**src/inc/sgc_defines.svh**
```systemverilog
`ifndef SGC_DEFINES_SVH
`define SGC_DEFINES_SVH

// Register indices and byte addresses (index times four)
`define SGC_IDX_LANE_CTRL 12'h608
`define SGC_IDX_EEE_TIMER 12'h609
`define SGC_IDX_LINK_STAT 12'h60A
`define SGC_IDX_QUIET_TMR 12'h60B
`define SGC_IDX_INT_STAT 12'h610
`define SGC_IDX_INT_MASK 12'h611
`define SGC_ADDR_W 14
`define SGC_BYTE_ADDR(idx) ({idx, 2'h0})

// Reset values
`define SGC_RST_LANE_CTRL 16'h007B
`define SGC_RST_EEE_TIMER 16'h6318
`define SGC_RST_QUIET_TMR 16'h0005

// Lane control fields
`define SGC_LC_ERR_DIS 15
`define SGC_LC_IDX_FORCE 14
`define SGC_LC_IDX_HI 13
`define SGC_LC_IDX_LO 10
`define SGC_LC_SGMII_EN 9
`define SGC_LC_RX_POL 8
`define SGC_LC_TX_POL 7
`define SGC_LC_IN_ORD_HI 6
`define SGC_LC_IN_ORD_LO 5
`define SGC_LC_OUT_ORD 4
`define SGC_LC_PKT_ALIGN 3
`define SGC_LC_TMR_HI 2
`define SGC_LC_TMR_LO 1
`define SGC_LC_AN_EN 0

// Status fields
`define SGC_ST_PAGE 12
`define SGC_ST_LINK 11
`define SGC_ST_DONE 10
`define SGC_ST_ALIGN 9
`define SGC_ST_SYNC 8

// Interrupt bits
`define SGC_IRQ_PAGE 0
`define SGC_IRQ_LINK 1
`define SGC_IRQ_DONE 2
`define SGC_IRQ_SYNC 3
`define SGC_IRQ_W 4

// Timing: link timer choices in microseconds, clock period in ns
`define SGC_CLK_NS 10
`define SGC_AN_T0_US 1600
`define SGC_AN_T1_US 2
`define SGC_AN_T2_US 800
`define SGC_AN_T3_US 11000
`define SGC_US_TO_CYC(us) ((us) * 1000 / `SGC_CLK_NS)

// Comma patterns in first-received bit order, and confirm count
`define SGC_COMMA_POS 7'b1111100
`define SGC_COMMA_NEG 7'b0000011
`define SGC_CONFIRM_CNT 2'h3

`endif

```
**src/inc/sgc_pkg.sv**
```systemverilog
package sgc_pkg;

    typedef enum logic [3:0] {
        SGC_SEARCH = 4'b0001,
        SGC_CONFIRM = 4'b0010,
        SGC_LOCKED = 4'b0100,
        SGC_GUARD = 4'b1000
    } sgc_wb_state_t;

endpackage : sgc_pkg

```
**src/rtl/sgc_word_align.sv**
```systemverilog
`timescale 1ns/1ps
`default_nettype none
`include "sgc_defines.svh"

module sgc_word_align
    import sgc_pkg::*;
(
    // Clock and reset
    input wire logic core_clk,
    input wire logic rst,
    // Ordered comma-detect bus
    input wire logic [19:0] cd_bus,
    // Index override
    input wire logic idx_force,
    input wire logic [3:0] idx_value,
    // Alignment results
    output logic sync_ok,
    output logic align_hit,
    output logic [3:0] cur_idx,
    output logic [3:0] cur_state,
    output logic [9:0] aligned_group
);

    sgc_wb_state_t state_q;
    logic [3:0] found_q;
    logic [1:0] cnt_q;
    logic [3:0] use_idx;
    logic [3:0] first_hit;
    logic hit;
    logic [9:0] win;

    function automatic logic is_comma(input logic [9:0] g);
        is_comma = (g[6:0] == `SGC_COMMA_POS) || (g[6:0] == `SGC_COMMA_NEG);
    endfunction : is_comma

    function automatic logic [9:0] window(input logic [19:0] b, input logic [3:0] i);
        window = 10'((b >> i));
    endfunction : window

    assign use_idx = (idx_force && idx_value <= 4'h9) ? idx_value : found_q;
    assign win = window(cd_bus, use_idx);
    assign hit = is_comma(win);

    always_comb begin
        first_hit = found_q;
        for (int i = 9; i >= 0; i--) begin
            if (is_comma(window(cd_bus, 4'(i)))) begin
                first_hit = 4'(i);
            end
        end
    end

    always_ff @(posedge core_clk) begin
        if (rst) begin
            state_q <= SGC_SEARCH;
            found_q <= 4'h0;
            cnt_q <= 2'h0;
        end else begin
            unique case (state_q)
                SGC_SEARCH: begin
                    cnt_q <= 2'h0;
                    if (idx_force ? hit : is_comma(window(cd_bus, first_hit))) begin
                        found_q <= first_hit;
                        state_q <= SGC_CONFIRM;
                    end
                end
                SGC_CONFIRM: begin
                    if (hit) begin
                        cnt_q <= cnt_q + 2'h1;
                        if (cnt_q + 2'h1 == `SGC_CONFIRM_CNT) begin
                            state_q <= SGC_LOCKED;
                        end
                    end else begin
                        state_q <= SGC_SEARCH;
                    end
                end
                SGC_LOCKED: begin
                    cnt_q <= 2'h0;
                    if (!hit) begin
                        state_q <= SGC_GUARD;
                    end
                end
                SGC_GUARD: begin
                    if (hit) begin
                        state_q <= SGC_LOCKED;
                    end else begin
                        cnt_q <= cnt_q + 2'h1;
                        if (cnt_q + 2'h1 == `SGC_CONFIRM_CNT) begin
                            state_q <= SGC_SEARCH;
                        end
                    end
                end
            endcase
        end
    end

    always_ff @(posedge core_clk) begin
        if (rst) begin
            align_hit <= 1'b0;
            aligned_group <= 10'h000;
        end else begin
            align_hit <= hit;
            aligned_group <= win;
        end
    end

    assign sync_ok = (state_q == SGC_LOCKED) || (state_q == SGC_GUARD);
    assign cur_idx = use_idx;
    assign cur_state = state_q;

endmodule : sgc_word_align
`default_nettype wire

```
**src/rtl/sgc_sgmii_ctrl.sv**
```systemverilog
// Overview of operation
// - Receive polarity bit 8 set inverts incoming serial bus, else passes it.
// - Transmit polarity bit 7 set inverts outgoing serial bus.
// - Bits 6-5 pick bit order per group and half of 20-bit bus.
// - Bit 4 selects MSB-first or reversed order toward the serializer.
// - Bit 3 set starts each transmit packet on the even code-group pulse.
// - Bits 2-1 pick link timer: 1.6ms, 2us, 800us or 11ms.
// - Bit 0 enables auto-negotiation; reset leaves it enabled.
// - Energy control bit 0 enables compatibility mode for plain MACs.
// - Status bit 12 shows a new negotiation page was received.
// - Status bit 11 shows serial link up.
// - Status bit 10 shows negotiation completed.
// - Status bit 8 shows word-boundary sync achieved.
// - Status bit 9 shows the word-boundary align indication.
// - Status bits 7-4 show boundary index, bits 3-0 the machine state.
// - Force bit makes a programmed boundary index of 0 to 9 replace the found one.
`timescale 1ns/1ps
`default_nettype none
`include "sgc_defines.svh"

module sgc_sgmii_ctrl
    import sgc_pkg::*;
#(
    parameter int unsigned AN_T0_CYC = `SGC_US_TO_CYC(`SGC_AN_T0_US),
    parameter int unsigned AN_T2_CYC = `SGC_US_TO_CYC(`SGC_AN_T2_US),
    parameter int unsigned AN_T3_CYC = `SGC_US_TO_CYC(`SGC_AN_T3_US)
) (
    // Clock and reset
    input wire logic core_clk,
    input wire logic rst,
    // APB slave
    input wire logic psel,
    input wire logic penable,
    input wire logic pwrite,
    input wire logic [`SGC_ADDR_W-1:0] paddr,
    input wire logic [31:0] pwdata,
    input wire logic [3:0] pstrb,
    output logic [31:0] prdata,
    output logic pready,
    output logic pslverr,
    // Interrupt
    output logic irq,
    // Deserializer side
    input wire logic [19:0] des_bus,
    input wire logic partner_page,
    output logic [9:0] rx_group,
    // Serializer side
    input wire logic [9:0] tx_group,
    input wire logic tx_valid,
    input wire logic tx_start,
    input wire logic tx_even,
    output logic tx_ready,
    output logic [9:0] ser_group,
    // Lane and energy settings
    output logic sgmii_enable,
    output logic tx_err_disable,
    output logic negotiation_enable,
    output logic eee_compat_mode,
    output logic [4:0] lpi_transmit_refresh_time,
    output logic [4:0] lpi_transmit_quiet_time,
    output logic [4:0] lpi_transmit_sleep_time,
    output logic [3:0] rx_quiet_time,
    // Link state
    output logic serial_link_up,
    output logic negotiation_done
);

    localparam int unsigned AN_T1_CYC = `SGC_US_TO_CYC(`SGC_AN_T1_US);

    logic [15:0] lane_q;
    logic [15:0] eee_q;
    logic [3:0] quiet_q;
    logic [`SGC_IRQ_W-1:0] int_st_q;
    logic [`SGC_IRQ_W-1:0] int_mask_q;
    logic [31:0] rdata_q;
    logic err_q;
    logic page_q;
    logic page_seen_q;
    logic done_q;
    logic [23:0] tmr_q;
    logic [23:0] tmr_lim;
    logic link_q;
    logic sync_q;
    logic in_pkt_q;
    logic [9:0] ser_q;
    logic [9:0] rxg_q;
    logic [19:0] rx_pol;
    logic [19:0] cd_bus;
    logic sync_ok;
    logic align_hit;
    logic [3:0] cur_idx;
    logic [3:0] cur_state;
    logic [9:0] aligned_group;
    logic [15:0] status_w;
    logic setup;
    logic access;
    logic wr_en;
    logic rd_en;
    logic [11:0] idx;
    logic hit_map;
    logic rd_stat;
    logic [`SGC_IRQ_W-1:0] ev;

    function automatic logic [9:0] rev10(input logic [9:0] g);
        for (int i = 0; i < 10; i++) begin
            rev10[i] = g[9 - i];
        end
    endfunction : rev10

    function automatic logic [15:0] wmask16(input logic [15:0] old, input logic [31:0] d,
                                            input logic [3:0] s);
        wmask16 = {s[1] ? d[15:8] : old[15:8], s[0] ? d[7:0] : old[7:0]};
    endfunction : wmask16

    // APB decode
    assign setup = psel && !penable;
    assign access = psel && penable;
    assign idx = paddr[`SGC_ADDR_W-1:2];
    assign hit_map = (paddr[1:0] == 2'h0) &&
                     (idx == `SGC_IDX_LANE_CTRL || idx == `SGC_IDX_EEE_TIMER ||
                      idx == `SGC_IDX_LINK_STAT || idx == `SGC_IDX_QUIET_TMR ||
                      idx == `SGC_IDX_INT_STAT || idx == `SGC_IDX_INT_MASK);
    assign wr_en = access && pwrite && hit_map;
    assign rd_en = access && !pwrite && hit_map;
    assign rd_stat = rd_en && idx == `SGC_IDX_INT_STAT;
    assign pready = 1'b1;
    assign pslverr = access && err_q;
    assign prdata = rdata_q;

    assign status_w = {3'h0, page_q, link_q, done_q, align_hit, sync_q, cur_idx, cur_state};

    always_ff @(posedge core_clk) begin
        if (rst) begin
            rdata_q <= 32'h0000_0000;
            err_q <= 1'b0;
        end else if (setup) begin
            err_q <= !hit_map;
            rdata_q <= 32'h0000_0000;
            if (!pwrite) begin
                unique case (idx)
                    `SGC_IDX_LANE_CTRL: rdata_q <= {16'h0000, lane_q};
                    `SGC_IDX_EEE_TIMER: rdata_q <= {16'h0000, eee_q};
                    `SGC_IDX_LINK_STAT: rdata_q <= {16'h0000, status_w};
                    `SGC_IDX_QUIET_TMR: rdata_q <= {28'h0000000, quiet_q};
                    `SGC_IDX_INT_STAT: rdata_q <= {28'h0000000, int_st_q};
                    `SGC_IDX_INT_MASK: rdata_q <= {28'h0000000, int_mask_q};
                    default: rdata_q <= 32'h0000_0000;
                endcase
            end
        end
    end

    // Control register writes; status register ignores writes
    always_ff @(posedge core_clk) begin
        if (rst) begin
            lane_q <= `SGC_RST_LANE_CTRL;
            eee_q <= `SGC_RST_EEE_TIMER;
            quiet_q <= 4'(`SGC_RST_QUIET_TMR);
            int_mask_q <= '0;
        end else if (wr_en) begin
            unique case (idx)
                `SGC_IDX_LANE_CTRL: lane_q <= wmask16(lane_q, pwdata, pstrb);
                `SGC_IDX_EEE_TIMER: eee_q <= wmask16(eee_q, pwdata, pstrb);
                `SGC_IDX_QUIET_TMR: begin
                    if (pstrb[0]) begin
                        quiet_q <= pwdata[3:0];
                    end
                end
                `SGC_IDX_INT_MASK: begin
                    if (pstrb[0]) begin
                        int_mask_q <= pwdata[`SGC_IRQ_W-1:0];
                    end
                end
                default: begin
                end
            endcase
        end
    end

    assign sgmii_enable = lane_q[`SGC_LC_SGMII_EN];
    assign tx_err_disable = lane_q[`SGC_LC_ERR_DIS];
    assign negotiation_enable = lane_q[`SGC_LC_AN_EN];
    assign eee_compat_mode = eee_q[0];
    assign lpi_transmit_refresh_time = eee_q[15:11];
    assign lpi_transmit_quiet_time = eee_q[10:6];
    assign lpi_transmit_sleep_time = eee_q[5:1];
    assign rx_quiet_time = quiet_q;

    assign rx_pol = lane_q[`SGC_LC_RX_POL] ? ~des_bus : des_bus;

    // Group bit order and half placement
    always_comb begin
        logic [9:0] g0;
        logic [9:0] g1;
        g0 = lane_q[`SGC_LC_IN_ORD_LO] ? rev10(rx_pol[9:0]) : rx_pol[9:0];
        g1 = lane_q[`SGC_LC_IN_ORD_LO] ? rev10(rx_pol[19:10]) : rx_pol[19:10];
        cd_bus = lane_q[`SGC_LC_IN_ORD_HI] ? {g0, g1} : {g1, g0};
    end

    sgc_word_align u_align (
        .core_clk(core_clk),
        .rst(rst),
        .cd_bus(cd_bus),
        .idx_force(lane_q[`SGC_LC_IDX_FORCE]),
        .idx_value(lane_q[`SGC_LC_IDX_HI:`SGC_LC_IDX_LO]),
        .sync_ok(sync_ok),
        .align_hit(align_hit),
        .cur_idx(cur_idx),
        .cur_state(cur_state),
        .aligned_group(aligned_group)
    );

    always_ff @(posedge core_clk) begin
        if (rst) begin
            rxg_q <= 10'h000;
        end else begin
            rxg_q <= aligned_group;
        end
    end
    assign rx_group = rxg_q;

    always_comb begin
        unique case (lane_q[`SGC_LC_TMR_HI:`SGC_LC_TMR_LO])
            2'h0: tmr_lim = 24'(AN_T0_CYC);
            2'h1: tmr_lim = 24'(AN_T1_CYC);
            2'h2: tmr_lim = 24'(AN_T2_CYC);
            2'h3: tmr_lim = 24'(AN_T3_CYC);
        endcase
    end

    // Negotiation progress
    always_ff @(posedge core_clk) begin
        if (rst) begin
            tmr_q <= 24'h000000;
            page_seen_q <= 1'b0;
            done_q <= 1'b0;
        end else if (!negotiation_enable || !sync_q) begin
            tmr_q <= 24'h000000;
            page_seen_q <= 1'b0;
            done_q <= 1'b0;
        end else begin
            if (partner_page) begin
                page_seen_q <= 1'b1;
            end
            if (tmr_q < tmr_lim) begin
                tmr_q <= tmr_q + 24'h000001;
            end
            // Completion after timer with a page
            if (tmr_q >= tmr_lim && page_seen_q) begin
                done_q <= 1'b1;
            end
        end
    end

    // New page flag, set wins over read clear
    always_ff @(posedge core_clk) begin
        if (rst) begin
            page_q <= 1'b0;
        end else if (partner_page && negotiation_enable) begin
            page_q <= 1'b1;
        end else if (rd_en && idx == `SGC_IDX_LINK_STAT) begin
            page_q <= 1'b0;
        end
    end

    always_ff @(posedge core_clk) begin
        if (rst) begin
            link_q <= 1'b0;
            sync_q <= 1'b0;
        end else begin
            sync_q <= sync_ok;
            link_q <= sync_q && (done_q || !negotiation_enable);
        end
    end
    assign serial_link_up = link_q;
    assign negotiation_done = done_q;

    // Interrupt events, set wins over read clear
    assign ev[`SGC_IRQ_PAGE] = partner_page && negotiation_enable;
    assign ev[`SGC_IRQ_LINK] = link_q != (sync_q && (done_q || !negotiation_enable));
    assign ev[`SGC_IRQ_DONE] = !done_q && negotiation_enable && sync_q &&
                               tmr_q >= tmr_lim && page_seen_q;
    assign ev[`SGC_IRQ_SYNC] = sync_q != sync_ok;

    always_ff @(posedge core_clk) begin
        if (rst) begin
            int_st_q <= '0;
        end else begin
            int_st_q <= (rd_stat ? '0 : int_st_q) | ev;
        end
    end
    assign irq = |(int_st_q & int_mask_q);

    // Hold packet start until even slot
    assign tx_ready = !(lane_q[`SGC_LC_PKT_ALIGN] && tx_start && !in_pkt_q && !tx_even);

    always_ff @(posedge core_clk) begin
        if (rst) begin
            in_pkt_q <= 1'b0;
            ser_q <= 10'h000;
        end else begin
            if (tx_valid && tx_ready) begin
                in_pkt_q <= 1'b1;
                ser_q <= (lane_q[`SGC_LC_OUT_ORD] ? rev10(tx_group) : tx_group) ^
                         {10{lane_q[`SGC_LC_TX_POL]}};
            end
            if (!tx_valid) begin
                in_pkt_q <= 1'b0;
            end
        end
    end
    assign ser_group = ser_q;

endmodule : sgc_sgmii_ctrl
`default_nettype wire

```
**config.mk**
```make
export PLATFORM = sky130hd
export DESIGN_NAME = sgc_sgmii_ctrl
export DESIGN_NICKNAME = d
export VERILOG_FILES = /design/src/inc/sgc_pkg.sv /design/src/rtl/sgc_word_align.sv /design/src/rtl/sgc_sgmii_ctrl.sv
export VERILOG_INCLUDE_DIRS = /design/src /design/src/inc
export SDC_FILE = /design/constraint.sdc
export NUM_CORES = 1
export LEC_CHECK = 0
export BUFFER_PORTS_ARGS = -buffer_cell sky130_fd_sc_hd__buf_2
export CAP_MARGIN = 20
export CORE_MARGIN = 2
export CORE_UTILIZATION = 59
export CTS_BUF_LIST = sky130_fd_sc_hd__clkbuf_4 sky130_fd_sc_hd__clkbuf_8
export DETAILED_ROUTE_END_ITERATION = 10
export PLACE_DENSITY = 0.84
export SYNTH_ARGS = -nofsm -noshare
export SYNTH_HDL_FRONTEND = slang
export SYNTH_HIERARCHICAL = 1
export SYNTH_SLANG_ARGS = --single-unit
```
**constraint.sdc**
```tcl
create_clock -name core_clk -period 6.2 [get_ports core_clk]
set_input_delay 0.62 -clock core_clk [delete_from_list [all_inputs] [get_ports core_clk]]
set_output_delay 0.62 -clock core_clk [all_outputs]
set_load 0.02 [all_outputs]
```
* Yosys cells after proc, flatten, opt, wreduce, memory -nomap -nowiden
Index checks and enable logic that the tools add are counted.
W data, S select, Z words.
** Word-level totals
- Output and inout port bits :: 81
- Flip-flop bits (word level) :: 148
- Logic and storage cells :: 181
** Operators by class
- Shift-type cells :: 2
- Order comparisons :: 3
- Add/subtract/negate cells :: 2
- Reduce and logical (&&, ||, !) cells :: 67
- Eq/ne operators :: 46
- Bitwise logic cells :: 5
- Mux-type cells :: 33
** Operators with widths (number)
- $pmux W16 S6 :: 1
- $pmux W24 S4 :: 1
- $eq A7 B2 Y1 const B :: 12
- $eq A7 B7 Y1 const B :: 12
- $eq A12 B11 Y1 const B :: 6
- $mux W4 :: 18
- $mux W20 :: 2
- $mux W10 :: 3
- $add A24 B1 Y24 const B :: 1
- $ge A24 B24 Y1 :: 1
- $lt A24 B24 Y1 :: 1
- $logic_and A1 B1 Y1 :: 22
- $logic_or A1 B1 Y1 :: 20
- $not A20 Y20 :: 1
- $shr A20 B4 Y10 :: 1
- $shr A20 B4 Y7 :: 1
- $reduce_and A3 Y1 :: 6
- $mux W16 :: 1
- $pmux W4 S4 :: 1
- $xor A10 B10 Y10 :: 1
- $logic_not A1 Y1 :: 9
- $eq A2 B2 Y1 const B :: 3
- $pmux W2 S3 :: 1
- $reduce_or A2 Y1 :: 3
- other kinds (22) :: 30

* Longest topological paths before layout
- Word-level depth :: 22
- Gate-level depth with buffers :: 21

* By module
Netlist, hierarchy kept.
** By module, submodules not included
- sgc_sgmii_ctrl :: area each 6089.6 sq um, times used 1, cells an instance 716
- sgc_word_align :: area each 3460.8 sq um, times used 1, cells an instance 432

* Least setup slack after synthesis
No wires, ideal clock.
- Kind :: reg-to-reg
- From :: register lane_q[5]
- To :: register u_align.state_q[0] (netlist: u_align/cur_state[0])
- Period minus slack after synthesis :: 4.829 ns
- Path buffers :: 4
- Required time :: 6.073 ns
- Stages on the path, launching flop included :: 20
- Data arrival time :: 4.702 ns
- Slack :: 1.371 ns
- Path through :: dfxtp_1 -> clkbuf_1 -> buf_1 -> mux2i_1 -> xor2_1 -> o21ai_0 -> buf_6 -> nand4_1 -> a211o_1 -> o311a_1 -> a21oi_4 -> buf_2 -> mux2i_1 -> mux2i_1 -> a2bb2oi_1 -> mux2i_1 -> or4_4 -> o31ai_1 -> nor3_1 -> or3_1
** Between the ends
- Word-level cells in the longest chain between the ends :: 20
- Elaborated cells between the ends (all ways) :: 60
- Classes of those cells :: 28 x eq/ne; 2 x shift; 17 x mux; 13 x reduce/logical
** RTL lines
- start: declaration :: RTL line sgc_sgmii_ctrl.sv:70 : logic [15:0] lane_q;
- start signal: assignment :: RTL line sgc_sgmii_ctrl.sv:156 : lane_q <= `SGC_RST_LANE_CTRL;
- start signal: assignment :: RTL line sgc_sgmii_ctrl.sv:162 : `SGC_IDX_LANE_CTRL: lane_q <= wmask16(lane_q, pwdata, pstrb);
- $mux W10 (on tied branches) :: RTL line sgc_sgmii_ctrl.sv:195, sgc_sgmii_ctrl.sv:196
- $mux W20 * :: RTL line sgc_sgmii_ctrl.sv:197 : cd_bus = lane_q[`SGC_LC_IN_ORD_HI] ? {g0, g1} : {g1, g0};
- named net cd_bus[9] :: RTL line sgc_sgmii_ctrl.sv:88 : logic [19:0] cd_bus;
- $eq A7 B7 Y1 (no source line) or $eq A7 B2 Y1 (tied branches)
- $logic_or A1 B1 Y1 :: RTL line sgc_word_align.sv:33 : is_comma = (g[6:0] == `SGC_COMMA_POS) || (g[6:0] == `SGC_COMMA_NEG);
- $mux W4 (10 in series) :: RTL line sgc_word_align.sv:47 : if (is_comma(window(cd_bus, 4'(i)))) begin
- $shr A20 B4 Y7 :: RTL line sgc_word_align.sv:37 : window = 10'((b >> i));
- $eq A7 B7 Y1 (no source line) or $eq A7 B2 Y1 (tied branches)
- $logic_or A1 B1 Y1 :: RTL line sgc_word_align.sv:33
- $mux W1 :: RTL line sgc_word_align.sv:62 : if (idx_force ? hit : is_comma(window(cd_bus, first_hit))) begin
- $ne A2 B1 Y1 (no source line)
- $reduce_and A4 Y1 (no source line)
- end signal: assignment :: RTL line sgc_word_align.sv:64 : state_q <= SGC_CONFIRM;
- end signal: assignment :: RTL line sgc_word_align.sv:71 : state_q <= SGC_LOCKED;
- end signal: assignment :: RTL line sgc_word_align.sv:74 : state_q <= SGC_SEARCH;
- end: declaration :: RTL line sgc_word_align.sv:24 : sgc_wb_state_t state_q;
The timed path passes the listed nets; every way through them passes the cells marked *.
A chain may end at the register's enable or synchronous reset.

* Worst setup path in the final report
Same ends and word-level chain as after synthesis.

==> flow_metrics.py <==
metrics = {
    "run_status": {
        "status": "finished, final reports clean",
    },
    "setup_path": {
        "cp_data_required_time_ns": 6.53,
        "arrival_ns": 6.09,
        "worstPathCellList": "mux2i_1, xor2_1, o21ai_1, buf_4, and3b_1, o2111a_1, o311ai_1, nor2_1, mux2_2, a221oi_1, nand4_1, o211ai_2, nand4b_4, o31ai_1, nor3_1, or3_1",
        "slowest_delay_ns": 0.89,
        "end_kind": "flip-flop",
        "crit_path_start_kind": "flip-flop",
        "critPathKind": "reg -> reg",
        "cpMaxStageDelayCell": "dfxtp_1",
        "crit_fanout": 15,
    },
    "cts": {
        "cts_buffers": 17,
        "clkSinkCount": 132,
        "clk_pin_slew_worst_paths_ns": 0.09,
        "cts_hold_buf": 0,
        "cts_setup_buffers": 0,
        "ctsLongestPathBuffers": 2,
        "htreeDepth": 4,
        "clock-root-buffer": "clkbuf_8",
        "worstSkewPairLatency_ns": 0.44,
        "cts_tree": "built",
        "cts.repair.resized": 0,
    },
    "final_layout": {
        "final_cells": 1476,
        "nFillCells": 1254,
        "fin_nets": 1356,
        "fin_area_mm2": 0.0106,
        "utilization": 0.672,
        "areaGrowthSynthToFinish_pct": 11.4,
        "drive_gt1_frac": 0.208,
    },
    "placement": {
        "dp.final_hpwl_mm": 19.2,
        "place_inst": 1443,
        "globalplace.congestion": 0.974,
        "io_buffers": 134,
        "dpl_cell_area_mm2": 0.0102,
    },
    "routing": {
        "route.antenna.remaining_nets": 0,
        "via_per_inst": 6.39,
        "first_iter_violations": 1121,
        "post-route-drc-count": 0,
        "wirelength_mm": 26.8,
        "wl_per_cell_um": 18.2,
        "drt_pass1_iterations": 6,
        "vias": 9425,
    },
    "sta": {
        "rsz0062_at_grt": "false",
        "worstMarginPinSlew_ns": 1.11,
        "hold_viol": 0,
        "max_freq_mhz": 173,
        "relSlewSlack": 0.258,
        "tns_ns": 0,
        "finalMaxSlewViolations": 0,
        "setup_viol": 0,
        "timing.final.crit_share": 0.930,
        "skew_ns": 0.0116,
        "period_minus_slack_ns": 5.76,
    },
    "logic_synthesis": {
        "async_flop_share": 0,
        "synth.avg_cell_area_um2": 8.32,
        "ys_warn_count": 6,
        "seq_area_frac_synth": 0.277,
        "netlist_top_cells_area": "dfxtp_1 (28%), mux2i_1 (11%), nand2_1 (4.2%), a21oi_1 (3.7%), o21ai_0 (3.2%)",
        "post-synth-top-count-cell": "dfxtp_1",
        "synth_edf_count": 0,
        "netlist_instances": 1148,
        "yosys.area.top_type": "dfxtp_1",
        "synth_common_cells": "dfxtp_1 (132), nand2_1 (107), mux2i_1 (105)",
        "synth_cell_types": 107,
        "syn_area_mm2": 0.00955,
        "ys.flop_type": "dfxtp_1",
        "synth_top_area_share": 0.277,
        "synth.ff_latch_count": 132,
    },
    "die": {
        "die_x_um": 131,
        "die_area_mm2": 0.0172,
        "coreArea_mm2": 0.0158,
        "initial_core_util": 0.603,
        "dieHeight_um": 131,
        "rows": 46,
        "pin_count": 170,
    },
    "power": {
        "vdd_drop_max_uv": 120,
        "p_leak_nw": 4.62,
        "p_per_area_mw_per_mm2": 183,
    },
    "global_route": {
        "track_usage": 0.303,
        "grt_max_degree": 81,
        "first_global_vias": 8766,
        "grt_pass1_wl_mm": 43.4,
        "gr-total-overflow": 0,
        "antenna_found_initial": 1,
    },
    "run": {
        "maxCapViolations": 0,
    },
    "worst_hold_path": {
        "hold_class": "in -> reg",
    },
}
==> cells by family after synthesis <==
logic type      synth area share
buf+inv                   0.0654
simple gates               0.244
xor+xnor                  0.0312
mux                        0.136
flops                      0.277
fa+ha+maj                 0.0275
compound gates             0.218
other cells             0.000786
==> routing by layer <==
metal,vias up,routed length [µm],GRT usage
met5,-,0,0
met4,0,1200,0.165
met3,95,1950,0.0448
met2,487,12700,0.511
met1,4426,11000,0.374
li1,4417,-,-
==> worst max-delay path: cells and delay by family (launching register included) <==
family / cells / cell delay (ns)
XOR/XNOR: 1 / 0.11
buffers and inverters: 1 / 0.36
multiplexers: 2 / 0.61
AND/OR/NAND/NOR: 6 / 1.23
AO/OA/AOI/OAI: 6 / 2.45
flip-flops: 1 / 0.89
==> per-stage QoR <==
step	hold slack, ns	total power, mW	worst slack [ns]
2_1_floorplan	0.414	1.13	1.37
3_3_place_gp	0.421	1.21	0.692
3_5_place_dp	0.428	1.21	0.587
4_1_cts	0.403	1.95	0.580
5_1_grt	0.408	2.03	0.140
6_report	0.421	1.95	0.436
==> sequential cells by signal (all words and copies together), names as in the netlist, 10 cells and up <==
register and flops:
ser_group 10, lane_q 16, eee_q 16, prdata 16, tmr_q 24, rx_group 10, u_align/aligned_group 10
==> final timing paths <==
| path | from | depth (start not counted) | slack (ns) | endpoint |
|---|---|---|---|---|
| hold / removal | pwdata[4] | 3 | 0.42 | eee_q[4] |
| setup reg to reg | lane_q[5] | 16 | 0.44 | u_align/cur_state[0] |
| setup / recovery | lane_q[5] | 16 | 0.44 | u_align/cur_state[0] |
| hold reg to reg | u_align/aligned_group[2] | 1 | 0.44 | rx_group[2] |
==> power breakdown <==
| group | internal [mW] | leakage [nW] | switching [mW] |
|---|---|---|---|
| Sequential | 0.867 | 1.07 | 0.0155 |
| Combinational | 0.123 | 3.34 | 0.199 |
| Clock | 0.374 | 0.201 | 0.371 |
| Total | 1.36 | 4.62 | 0.585 |
==> cells in the final DEF (no fill, tap or decap), drive strengths merged, types with 13 or more instances in the layout <==
cell	netlist	layout
xnor2	13	13
o21ai	76	76
nor2b	25	25
and2	14	14
nand2b	14	14
inv	31	39
clkbuf	39	18
conb	2	17
buf	56	159
a21oi	73	73
a222oi	14	14
nand3	52	52
o31ai	13	13
nand2	107	107
nor3	24	24
nand4	15	15
mux2i	106	106
dfxtp	132	132
xor2	21	21
o211ai	13	13
ha	21	21
nor2	82	82
==> layout make-up <==
| type | count | area (µm²) | area share |
|---|---|---|---|
| multi-input cells | 904 | 6340 | 0.596 |
| flip-flops and latches | 132 | 2640 | 0.248 |
| repair buffers | 159 | 858 | 0.0807 |
| well taps | 216 | 270 | 0.0254 |
| clock buffers | 18 | 241 | 0.0227 |
| clock inverters | 14 | 165 | 0.0155 |
| inverters | 32 | 120 | 0.0113 |
| diodes | 1 | 2.50 | 0.000235 |
(Power assumes the default switching activity.)
